--- config.mk ---
export PLATFORM = sky130hd
export DESIGN_NAME = petu_trigger_unit
export DESIGN_NICKNAME = d
export VERILOG_FILES = /design/src/hdl/petu_pkg.sv /design/src/hdl/petu_trigger_unit.sv
export SDC_FILE = /design/constraint.sdc
export NUM_CORES = 2
export LEC_CHECK = 0
export BUFFER_PORTS_ARGS = -buffer_cell sky130_fd_sc_hd__buf_2
export CORE_AREA = 5 5 455 457
export CTS_BUF_LIST = sky130_fd_sc_hd__clkbuf_4 sky130_fd_sc_hd__clkbuf_8
export CTS_CLUSTER_SIZE = 16
export DETAILED_ROUTE_END_ITERATION = 16
export DIE_AREA = 0 0 460 462
export PLACE_DENSITY_LB_ADDON = 0.25
export SLEW_MARGIN = 20
export SYNTH_ARGS = -nofsm -noshare
export SYNTH_HDL_FRONTEND = slang
export SYNTH_SLANG_ARGS = --single-unit
--- constraint.sdc ---
create_clock -name ref_clk -period 13.4 [get_ports ref_clk]
set_input_delay 2.68 -clock ref_clk [delete_from_list [all_inputs] [get_ports ref_clk]]
set_output_delay 2.68 -clock ref_clk [all_outputs]
set_load 0.005 [all_outputs]
--- src/hdl/petu_pkg.sv ---
// shared types and constants of the program event trigger unit
package petu_pkg;
    localparam int NUM_AXES = 8;
    localparam int NUM_INPUTS = 24;
    localparam int POS_W = 32;
    localparam int CLK_HZ = 100_000_000;
    localparam int MS_PER_S = 1000;
    localparam int TICK_MS = 1;
    localparam int CYC_PER_MS = CLK_HZ / MS_PER_S * TICK_MS;
    localparam logic [7:0] STOP_CODE_TIMEOUT = 8'h63;
    localparam logic [4:0] INPUTS_SMALL = 5'h08;
    localparam logic [4:0] INPUTS_LARGE = 5'h18;
    localparam logic [2:0] AXES_SMALL = 3'h4;

    typedef enum logic [3:0] {
        OP_NONE,
        OP_WAIT_MOTION_COMPLETE,
        OP_WAIT_RELATIVE_DISTANCE,
        OP_WAIT_INCREMENTAL_DISTANCE,
        OP_WAIT_ABSOLUTE_POSITION,
        OP_WAIT_FORWARD_CROSSING,
        OP_WAIT_REVERSE_CROSSING,
        OP_WAIT_IN_POSITION,
        OP_WAIT_INPUT_LEVEL,
        OP_WAIT_SLEW_SPEED,
        OP_WAIT_REFERENCE_TIME,
        OP_WAIT_PATH_DISTANCE,
        OP_WAIT_DELAY
    } petu_op_type;

    // one decoded trigger instruction from the sequencer
    typedef struct packed {
        petu_op_type op;
        logic [NUM_AXES-1:0] axis_mask;
        logic seq_sel;
        logic signed [POS_W-1:0] operand;
    } petu_cmd_type;

    // per-axis status from the motion profilers and encoders
    typedef struct packed {
        logic [NUM_AXES-1:0] motion_done;
        logic [NUM_AXES-1:0] at_slew;
        logic [NUM_AXES-1:0] moving_fwd;
        logic [NUM_AXES-1:0] moving_rev;
        logic seq_done;
        logic seq_at_slew;
    } petu_axis_status_type;
endpackage : petu_pkg

--- src/hdl/petu_trigger_unit.sv ---
// event trigger unit that stalls the program sequencer until a condition trips
// Overview of operation
// - with no trigger pending, sequencer advance is passed straight through
// - a decoded trigger stalls advance until its condition trips
// - motion-complete waits for all listed axes or sequence; empty means all
// - relative wait: commanded position moved distance from move start point
// - incremental wait counts from last distance wait and sets the new base
// - absolute wait holds until one axis reaches programmed position
// - forward crossing trips on reaching the point, or at once if past
// - reverse crossing trips on reaching the point, or at once if past
// - in-position waits for profile done and encoder reaching target
// - in-position timeout releases the wait and sets stop code 99
// - on timeout a running program is sent to the timeout handler
// - input wait: positive operand wants high level, negative wants low
// - input lines 1..8 on small models, 1..24 on large models
// - slew wait holds until each listed axis or sequence is at slew
// - negative reference wait trips after n ms and moves reference to then
// - path wait holds until programmed vector distance is travelled
// - delay wait holds n ms from decode
`timescale 1ns/1ps
`default_nettype none
module petu_trigger_unit (
    input wire logic ref_clk,
    input wire logic rst,
    input wire logic large_model,
    input wire logic cmd_valid,
    input wire petu_pkg::petu_cmd_type cmd,
    input wire logic seq_step_req,
    input wire logic servo_sample,
    input wire logic program_running,
    input wire petu_pkg::petu_axis_status_type axis_status,
    input wire logic [petu_pkg::NUM_AXES*petu_pkg::POS_W-1:0] cmd_pos,
    input wire logic [petu_pkg::NUM_AXES*petu_pkg::POS_W-1:0] enc_pos,
    input wire logic [petu_pkg::NUM_AXES*petu_pkg::POS_W-1:0] move_start_pos,
    input wire logic [petu_pkg::NUM_AXES*petu_pkg::POS_W-1:0] in_pos_timeout,
    input wire logic [petu_pkg::POS_W-1:0] path_dist,
    input wire logic [petu_pkg::NUM_INPUTS-1:0] input_pins,
    output logic seq_advance,
    output logic trigger_busy,
    output logic trip_pulse,
    output logic cmd_rejected,
    output logic jump_to_timeout_handler,
    output logic stop_code_wr,
    output logic [2:0] stop_code_axis,
    output logic [7:0] stop_code
);
    import petu_pkg::*;

    // ************************************************************
    // helpers
    // ************************************************************
    function automatic logic signed [POS_W-1:0] pick(
        input logic [NUM_AXES*POS_W-1:0] bus,
        input logic [2:0] idx
    );
        pick = bus[idx*POS_W +: POS_W];
    endfunction : pick

    // lowest set bit wins; masks with more bits are refused elsewhere
    function automatic logic [2:0] first_axis(
        input logic [NUM_AXES-1:0] m
    );
        first_axis = 3'h0;
        for (int i = NUM_AXES - 1; i >= 0; i--) begin
            if (m[i]) begin
                first_axis = 3'(i);
            end
        end
    endfunction : first_axis

    function automatic logic signed [POS_W-1:0] mag(
        input logic signed [POS_W-1:0] v
    );
        mag = (v < 0) ? -v : v;
    endfunction : mag

    // ************************************************************
    // input synchronisers
    // ************************************************************
    // only in_sync_q is read; in_meta_q may still be settling
    logic [NUM_INPUTS-1:0] in_meta_q;
    logic [NUM_INPUTS-1:0] in_sync_q;

    always_ff @(posedge ref_clk or posedge rst) begin
        if (rst) begin
            in_meta_q <= '0;
            in_sync_q <= '0;
        end else begin
            in_meta_q <= input_pins;
            in_sync_q <= in_meta_q;
        end
    end

    // ************************************************************
    // millisecond time base
    // ************************************************************
    // free-running so both time waits share one phase; resolution is 1 ms
    localparam int TICK_W = $clog2(CYC_PER_MS);
    localparam logic [TICK_W-1:0] TICK_LAST = TICK_W'(CYC_PER_MS - 1);
    logic [TICK_W-1:0] div_q;
    logic [POS_W-1:0] ms_now_q;
    wire ms_tick = (div_q == TICK_LAST);

    always_ff @(posedge ref_clk or posedge rst) begin
        if (rst) begin
            div_q <= '0;
            ms_now_q <= '0;
        end else begin
            div_q <= ms_tick ? '0 : div_q + 1'b1;
            ms_now_q <= ms_now_q + POS_W'(ms_tick);
        end
    end

    // ************************************************************
    // pending trigger
    // ************************************************************
    typedef enum logic [1:0] {S_IDLE, S_WAIT} petu_state_type;
    petu_state_type state_q;
    petu_cmd_type cur_q;
    logic [2:0] axis_q;
    logic signed [POS_W-1:0] base_q;
    logic signed [POS_W-1:0] incr_base_q;
    logic [POS_W-1:0] t_start_q;
    logic [POS_W-1:0] ref_time_q;
    logic [POS_W-1:0] to_cnt_q;
    logic [POS_W-1:0] path_base_q;

    // ************************************************************
    // command checks
    // ************************************************************
    wire [2:0] new_axis = first_axis(cmd.axis_mask);
    wire one_axis = $onehot(cmd.axis_mask);
    wire [4:0] max_in = large_model ? INPUTS_LARGE : INPUTS_SMALL;
    wire [POS_W-1:0] in_line = POS_W'(mag(cmd.operand));
    wire in_ok = (in_line >= 1) && (in_line <= POS_W'(max_in));
    wire axis_ok = large_model || (new_axis < AXES_SMALL);
    wire needs_one = cmd.op inside {OP_WAIT_RELATIVE_DISTANCE,
        OP_WAIT_INCREMENTAL_DISTANCE, OP_WAIT_ABSOLUTE_POSITION,
        OP_WAIT_FORWARD_CROSSING, OP_WAIT_REVERSE_CROSSING,
        OP_WAIT_IN_POSITION};
    wire bad_cmd = (cmd.op == OP_NONE)
        || (needs_one && !(one_axis && axis_ok))
        || (cmd.op == OP_WAIT_INPUT_LEVEL && !in_ok);
    wire accept = cmd_valid && (state_q == S_IDLE) && !bad_cmd;
    // reference-time zero only captures the reference, no wait
    wire ref_set = accept && cmd.op == OP_WAIT_REFERENCE_TIME
        && cmd.operand == 0;
    wire take_wait = accept && !ref_set;
    // a restarted sequence brings path_dist back below the base; measuring
    // from zero then avoids a huge wrapped distance
    wire path_restart = path_dist < path_base_q;
    wire [POS_W-1:0] path_from = path_restart ? '0 : path_base_q;

    // ************************************************************
    // trip conditions
    // ************************************************************
    wire signed [POS_W-1:0] c_pos = pick(cmd_pos, axis_q);
    wire signed [POS_W-1:0] e_pos = pick(enc_pos, axis_q);
    wire signed [POS_W-1:0] tgt = cur_q.operand;
    wire signed [POS_W-1:0] moved = c_pos - base_q;
    wire [NUM_AXES-1:0] done_mask = (cur_q.axis_mask == '0 && !cur_q.seq_sel)
        ? '1 : cur_q.axis_mask;
    wire done_all = &(axis_status.motion_done | ~done_mask)
        && (!cur_q.seq_sel || axis_status.seq_done);
    wire slew_all = &(axis_status.at_slew | ~cur_q.axis_mask)
        && (!cur_q.seq_sel || axis_status.seq_at_slew);
    wire dist_hit = (tgt >= 0) ? (moved >= tgt) : (moved <= tgt);
    // direction is fixed at accept, so a target behind the start waits for the axis to come back to it
    wire abs_hit = (base_q <= tgt) ? (c_pos >= tgt) : (c_pos <= tgt);
    wire fwd_hit = c_pos >= tgt;
    wire rev_hit = c_pos <= tgt;
    wire enc_hit = (base_q <= tgt) ? (e_pos >= tgt) : (e_pos <= tgt);
    wire inpos_hit = axis_status.motion_done[axis_q] && enc_hit;
    wire [POS_W-1:0] to_lim = POS_W'(pick(in_pos_timeout, axis_q));
    wire inpos_expired = axis_status.motion_done[axis_q] && to_lim != '0
        && to_cnt_q >= to_lim;
    // line n sits at bit n-1; the range was checked when it was taken
    wire [4:0] in_idx = 5'(POS_W'(mag(tgt)) - 1);
    wire in_hit = in_sync_q[in_idx] == (tgt > 0);
    wire [POS_W-1:0] ref_el = ms_now_q - ref_time_q;
    wire [POS_W-1:0] ref_lim = POS_W'(mag(tgt));
    wire at_hit = ref_el >= ref_lim;
    wire path_hit = (path_dist - path_from) >= POS_W'(tgt);
    wire delay_hit = (ms_now_q - t_start_q) >= POS_W'(tgt);

    logic cond;
    always_comb begin
        case (cur_q.op)
            OP_WAIT_MOTION_COMPLETE: cond = done_all;
            OP_WAIT_RELATIVE_DISTANCE: cond = dist_hit;
            OP_WAIT_INCREMENTAL_DISTANCE: cond = dist_hit;
            OP_WAIT_ABSOLUTE_POSITION: cond = abs_hit;
            OP_WAIT_FORWARD_CROSSING: cond = fwd_hit;
            OP_WAIT_REVERSE_CROSSING: cond = rev_hit;
            OP_WAIT_IN_POSITION: cond = inpos_hit || inpos_expired;
            OP_WAIT_INPUT_LEVEL: cond = in_hit;
            OP_WAIT_SLEW_SPEED: cond = slew_all;
            OP_WAIT_REFERENCE_TIME: cond = at_hit;
            OP_WAIT_PATH_DISTANCE: cond = path_hit;
            OP_WAIT_DELAY: cond = delay_hit;
            default: cond = 1'b1;
        endcase
    end

    // conditions are sampled only on servo samples, as the profilers update
    wire trip = (state_q == S_WAIT) && servo_sample && cond;
    // a trip with the target still unreached can only be the timeout
    wire timed_out = trip && cur_q.op == OP_WAIT_IN_POSITION && !inpos_hit;
    wire path_trip = trip && cur_q.op == OP_WAIT_PATH_DISTANCE;

    // base for a new command: start of move, incremental base or position
    logic signed [POS_W-1:0] base_d;
    always_comb begin
        case (cmd.op)
            OP_WAIT_RELATIVE_DISTANCE:
                base_d = pick(move_start_pos, new_axis);
            OP_WAIT_INCREMENTAL_DISTANCE: base_d = incr_base_q;
            OP_WAIT_IN_POSITION: base_d = pick(enc_pos, new_axis);
            default: base_d = pick(cmd_pos, new_axis);
        endcase
    end

    always_ff @(posedge ref_clk or posedge rst) begin
        if (rst) begin
            state_q <= S_IDLE;
        end else if (take_wait) begin
            state_q <= S_WAIT;
        end else if (trip) begin
            state_q <= S_IDLE;
        end
    end

    always_ff @(posedge ref_clk or posedge rst) begin
        if (rst) begin
            cur_q <= '0;
            axis_q <= '0;
            base_q <= '0;
            t_start_q <= '0;
        end else if (take_wait) begin
            cur_q <= cmd;
            axis_q <= new_axis;
            base_q <= base_d;
            t_start_q <= ms_now_q;
        end
    end

    // ************************************************************
    // bases kept between triggers
    // ************************************************************
    wire dist_trip = trip && (cur_q.op == OP_WAIT_RELATIVE_DISTANCE
        || cur_q.op == OP_WAIT_INCREMENTAL_DISTANCE);
    wire period_trip = trip && cur_q.op == OP_WAIT_REFERENCE_TIME && tgt < 0;
    // the timeout only runs once the profile is done, so a long move
    // cannot expire before it has had a chance to settle
    wire to_run = state_q == S_WAIT && ms_tick
        && axis_status.motion_done[axis_q];

    always_ff @(posedge ref_clk or posedge rst) begin
        if (rst) begin
            incr_base_q <= '0;
        end else if (dist_trip) begin
            incr_base_q <= c_pos;
        end
    end

    // stepping by the period, not to now, keeps the cadence free of drift
    always_ff @(posedge ref_clk or posedge rst) begin
        if (rst) begin
            ref_time_q <= '0;
        end else if (ref_set) begin
            ref_time_q <= ms_now_q;
        end else if (period_trip) begin
            ref_time_q <= ref_time_q + ref_lim;
        end
    end

    always_ff @(posedge ref_clk or posedge rst) begin
        if (rst) begin
            to_cnt_q <= '0;
        end else if (accept) begin
            to_cnt_q <= '0;
        end else if (to_run) begin
            to_cnt_q <= to_cnt_q + 1'b1;
        end
    end

    always_ff @(posedge ref_clk or posedge rst) begin
        if (rst) begin
            path_base_q <= '0;
        end else if (path_trip) begin
            path_base_q <= path_dist;
        end else if (path_restart) begin
            path_base_q <= '0;
        end
    end

    // ************************************************************
    // outputs
    // ************************************************************
    wire busy_d = (state_q == S_WAIT) ? !trip : take_wait;
    wire adv_d = (state_q == S_IDLE) ? (seq_step_req && !accept)
        || ref_set : trip;
    wire rej_d = cmd_valid && (state_q == S_IDLE) && bad_cmd;

    always_ff @(posedge ref_clk or posedge rst) begin
        if (rst) begin
            seq_advance <= 1'b0;
            trigger_busy <= 1'b0;
            trip_pulse <= 1'b0;
            cmd_rejected <= 1'b0;
        end else begin
            seq_advance <= adv_d;
            trigger_busy <= busy_d;
            trip_pulse <= trip;
            cmd_rejected <= rej_d;
        end
    end

    always_ff @(posedge ref_clk or posedge rst) begin
        if (rst) begin
            jump_to_timeout_handler <= 1'b0;
            stop_code_wr <= 1'b0;
        end else begin
            jump_to_timeout_handler <= timed_out && program_running;
            stop_code_wr <= timed_out;
        end
    end

    // axis and code hold together until the next timeout replaces both
    always_ff @(posedge ref_clk or posedge rst) begin
        if (rst) begin
            stop_code_axis <= '0;
            stop_code <= '0;
        end else begin
            stop_code_axis <= timed_out ? axis_q : stop_code_axis;
            stop_code <= timed_out ? STOP_CODE_TIMEOUT : stop_code;
        end
    end
endmodule : petu_trigger_unit
`default_nettype wire

# After elaboration in Yosys (flattened, before gate mapping)
# Index checks and enable logic that the tools add are counted.
# W data, S select, Z words.
# word_totals
ff_bits	349
inputBits	1166
output_inout_bits	17
word_cells	185
# classes
n_addsub	18
n_lt_le_gt_ge	21
n_eq_ne	24
shifts	6
n_mux	32
n_bitwise	4
n_reduce_logical	56
# ops
cell	n
$shiftx A256 B9 Y32	6
$mux W32	8
$ge A32 B32 Y1	7
$le A32 B32 Y1	4
$sub A32 B32 Y32	4
$pmux W32 S3	1
$ge A32 B1 Y1 const B	2
$lt A32 B1 Y1 const B	2
$neg A32 Y32	2
$add A32 B1 Y32	1
$add A32 B1 Y32 const B	1
$add A32 B32 Y32	1
$eq A4 B3 Y1 const B	8
$gt A32 B1 Y1 const B	1
$le A32 B5 Y1	1
$logic_not A32 Y1	1
$lt A32 B32 Y1	1
$reduce_bool A32 Y1	1
$eq A4 B4 Y1 const B	7
$logic_and A1 B1 Y1	28
$mux W3	8
$add A17 B1 Y17 const B	1
$eq A17 B17 Y1 const B	1
$mux W17	1
other kinds (29)	63

# Depth between registers and ports, before layout
# logic_depth
word_depth	22
mapped_depth	43
ltp_nobuf	42

# Worst setup path after synthesis
# Ideal clock, no wire load.
# synth_path
path_type	input to register
from	in path_dist[1] (netlist bit)
to	reg incr_base_q[10]
setup_time_ps	125
t_arrival_ps	9814
path_slack_ps	3461
path_stages	40
cell_sequence	ha_1 a21boi_0 o21a_1 o21ai_0 a21oi_1 or4_1 a21oi_1 o211ai_1 a221oi_1 o21ai_1 clkbuf_1 nand2_1 ha_1 a211oi_1 o21bai_1 a31o_2 a221o_1 a31oi_1 [4 not listed] nor2b_1 o21a_1 nor2_1 xnor2_1 ha_1 o21ai_0 a21oi_1 a211oi_1 nor3_1 a311oi_1 nand4_1 a2111oi_0 nand3_1 a311oi_2 a21o_4 nor2_4 buf_6 mux2_4
# synth_via
elab_chain_len	7
# synth_rtl
element	line_no	text
from (decl)	petu_trigger_unit.sv:36	input wire logic [petu_pkg::POS_W-1:0] path_dist,
$lt A32 B32 Y1	petu_trigger_unit.sv:151	wire path_restart = path_dist < path_base_q;
$mux W32	--	
$sub A32 B32 Y32 *	petu_trigger_unit.sv:183	wire path_hit = (path_dist - path_from) >= POS_W'(tgt);
$ge A32 B32 Y1 *	petu_trigger_unit.sv:183	
$pmux W1 S11 *	petu_trigger_unit.sv:188	case (cur_q.op)
$logic_and A1 B1 Y1 *	petu_trigger_unit.sv:206	wire trip = (state_q == S_WAIT) && servo_sample && cond;
$logic_and A1 B1 Y1 *	petu_trigger_unit.sv:250	wire dist_trip = trip && (cur_q.op == OP_WAIT_RELATIVE_DISTANCE
to (signal assigned)	petu_trigger_unit.sv:262	incr_base_q <= c_pos;
to (decl)	petu_trigger_unit.sv:122	logic signed [POS_W-1:0] incr_base_q;
# Every way passes the cells marked *; elsewhere a longest branch is shown, timed or not.
# A chain may end at the register's enable or synchronous reset.

# Worst setup path after layout
# layout_path
from	in path_dist[1] (netlist bit)
to	reg incr_base_q[2]
# The elaborated chain is that of the path after synthesis.

==> metrics <==
full die area=213000 µm²; Routed Antenna Nets=0; root buf cell=clkbuf_8; via count=46800; Seq pwr share=15.8%; Clk network pwr share=14.6%; detailed router's first-iteration violation count=4615; top-area cell type share of the netlist area=21.3%; M3 GR Usage=10.3%; Fmax achieved=85.5 MHz; post-route clock period utilization=87.3%; Avg Cell Area, Syn=8.84 µm²; DPL Wire Length=274000 µm; GR Overflow Total=0; Clock Sinks=348; TritonRoute pass-1 iters=6; CTS Hold Bufs=0; Final setup viols=0; RSZ-0062 raised after global routing=false; crit start category=input pin; Crit path top cell by count=a21oi_1; Pleak=22.8 nW; Sequential Area=8720 µm²; Clock Skew=72.8 ps; RePlAce Congestion=1.04; Worst Path Required=14040 ps; largest net degree at the start of global routing=163; Via density=5.30; DIE WIDTH=460 µm; most common flop cell mapped by yosys=dfrtp_1; met1 Usage GRT=34.5%; CP max FO=33; Critical Path AT=12330 ps; final hold vios=0; Post-Route Setup TNS=0 ps; area leader, netlist=dfrtp_1; switching part of the total=49.8%; worst vdd ir=93.1 µV; top-count cell post-synth=nand2_1; Max-Cap Viols=0; Tmin final=11700 ps; Post-synth ARST share=100%; top post-synthesis cells by area=dfrtp_1 21%, ha_1 14%, mux4_2 11%, a211oi_1 4.7%, nand2_1 4.5%; clock insertion delay at the later pin of the skew report=810 ps; Clock transition at path regs=70 ps; slowest CP cell=a2111oi_0; Max transition margin=31.2%; Setup CP Type=input pin to flip-flop; CTS H-Tree Depth=3; Die H=462 µm; io pins=1183; Worst Setup End Kind=flip-flop; Syn Inst Count=4631; Row Count=166; Resize count post-CTS=0; sequential cell area fraction in the yosys report=21.3%; YS warnings=0; multi-input combinational cell area=30200 µm²; Post-synth EDFFs=0; CP max stage delay=550 ps; drt wl/cell=35.9 µm; Net Sw Power=0.00478 W; DRC=0; fin util=25.8%; initial antenna violation count=345; Layout area overhead=28.2%; Global Route met2 Usage=41.8%; fillers=22300; share of cells above drive strength 1=30.0%; Synth Cell Area=41000 µm²; Most Crowded Layer GR=met2; Core ar.=203000 µm²; Synth top cells by count=491 x nand2_1, 454 x ha_1, 348 x dfrtp_1; Power Density=183 nW/µm²; Internal Dissipation=0.00482 W; Seq cells post-synth=348; min-delay worst type=flip-flop to flip-flop; Final Slew Violations=0; worst-margin pin slew=1030 ps; Net count, final=7304; starting density of the core=20.2%; global-route wire length before repair=404000 µm; postcts setup bufs=0; vias in the first global route=43900; status=finished, final reports clean; Total Routing Usage GR=28.3%; Synth cell types=88; CTS tree=done; routed wire length=316000 µm; I/O Buffers=1162; Clock Path Buffers=3; Num CTS Buffers=79; Combinational Power Share=69.6%
==> area by class of cell <==
cell class                      count  share of cell area [%]
Sequential cell                   348                    16.6
Timing Repair Buffer             1236                    12.3
Tap cell                         2688                    6.41
Antenna cell                      391                    1.86
Inverter                          259                    1.87
Clock inverter                     28                   0.501
Clock buffer                      117                    2.86
Multi-Input combinational cell   3751                    57.6
==> registers in the layout, summed over array words and instances (netlist names), 3 cells and up <==
| register | count |
|---|---|
| path_base_q | 32 |
| incr_base_q | 32 |
| axis_q | 3 |
| t_start_q | 32 |
| ms_now_q | 32 |
| cur_q | 13 |
| div_q | 17 |
| to_cnt_q | 32 |
| ref_time_q | 32 |
| in_meta_q | 24 |
| tgt | 32 |
| base_q | 32 |
| stop_code_axis | 3 |
| in_sync_q | 24 |
==> cells in the final DEF, fill, tap and decap left out, types with 98 or more instances in the layout <==
cell	n
inv_1	258
clkbuf_8	100
a22oi_1	133
xnor2_1	161
a211oi_1	258
nor2_1	191
diode_2	391
mux4_2	199
dfrtp_1	345
o21ai_0	159
nand3_1	98
a22o_1	129
nand2_1	491
a21oi_1	302
ha_1	454
buf_2	1162
==> logic make-up after synthesis <==
family / after synthesis / synth area share (%)
buffers and inverters: 535 / 5.20
flip-flops: 348 / 21.3
XOR/XNOR: 247 / 5.28
other: 1 / 0.00916
AND/OR/NAND/NOR: 1187 / 13.9
multiplexers: 353 / 15.3
AO/OA/AOI/OAI: 1497 / 24.8
adder cells (fa/ha/maj): 463 / 14.3
==> critical path: cells and delay by family <==
| kind | cells | cell delay (ps) |
|---|---|---|
| compound gates | 25 | 6040 |
| xor+xnor | 1 | 140 |
| fa+ha+maj | 3 | 800 |
| buf+inv | 3 | 770 |
| mux | 1 | 390 |
| simple gates | 8 | 1450 |
==> power by group through the flow <==
stage	sequential, W	clock [W]	combinational (W)
floorplan	0.00140	0	0.00452
global placement	0.00153	0	0.00649
detailed placement	0.00153	0	0.00659
CTS	0.00152	0.00145	0.00663
global route	0.00155	0.00148	0.00730
finish	0.00152	0.00140	0.00669
==> metal layers <==
layer | part of all wire, % | vias to the layer above
met4 | 7.1 | 116
li1 | - | 20300
met1 | 38 | 23000
met2 | 43 | 2583
met3 | 12 | 729
met5 | 0.34 | -
==> through the flow <==
stage,hold slack (ps),power [W],cell area [µm²],setup WS [ps],cells
floorplan,331,0.00592,41000,1070,4634
global placement,334,0.00802,49700,1070,8281
detailed placement,335,0.00812,49700,997,8281
CTS,343,0.00959,51500,1810,8426
global route,349,0.0103,52000,1070,8603
finish,346,0.00961,52500,1700,8818
==> final timing paths <==
| path | cells past startpoint | slack [ps] | endpoint | from |
|---|---|---|---|---|
| min | 0 | 350 | in_sync_q[15]$_DFF_PP0_ | in_meta_q[15]$_DFF_PP0_ |
| max | 41 | 1700 | incr_base_q[2]$_DFFE_PP0P_ | path_dist[1] |
| min reg2reg | 0 | 350 | in_sync_q[15]$_DFF_PP0_ | in_meta_q[15]$_DFF_PP0_ |
| max in group asynchronous | 3 | 9670 | axis_q[1]$_DFFE_PP0P_ | rst |
| max reg2reg | 31 | 2780 | path_base_q[24]$_DFF_PP0_ | axis_q[0]$_DFFE_PP0P_ |
| min in group asynchronous | 2 | 2030 | in_sync_q[9]$_DFF_PP0_ | rst |
No activity file was read; power rests on OpenSTA's default activity.
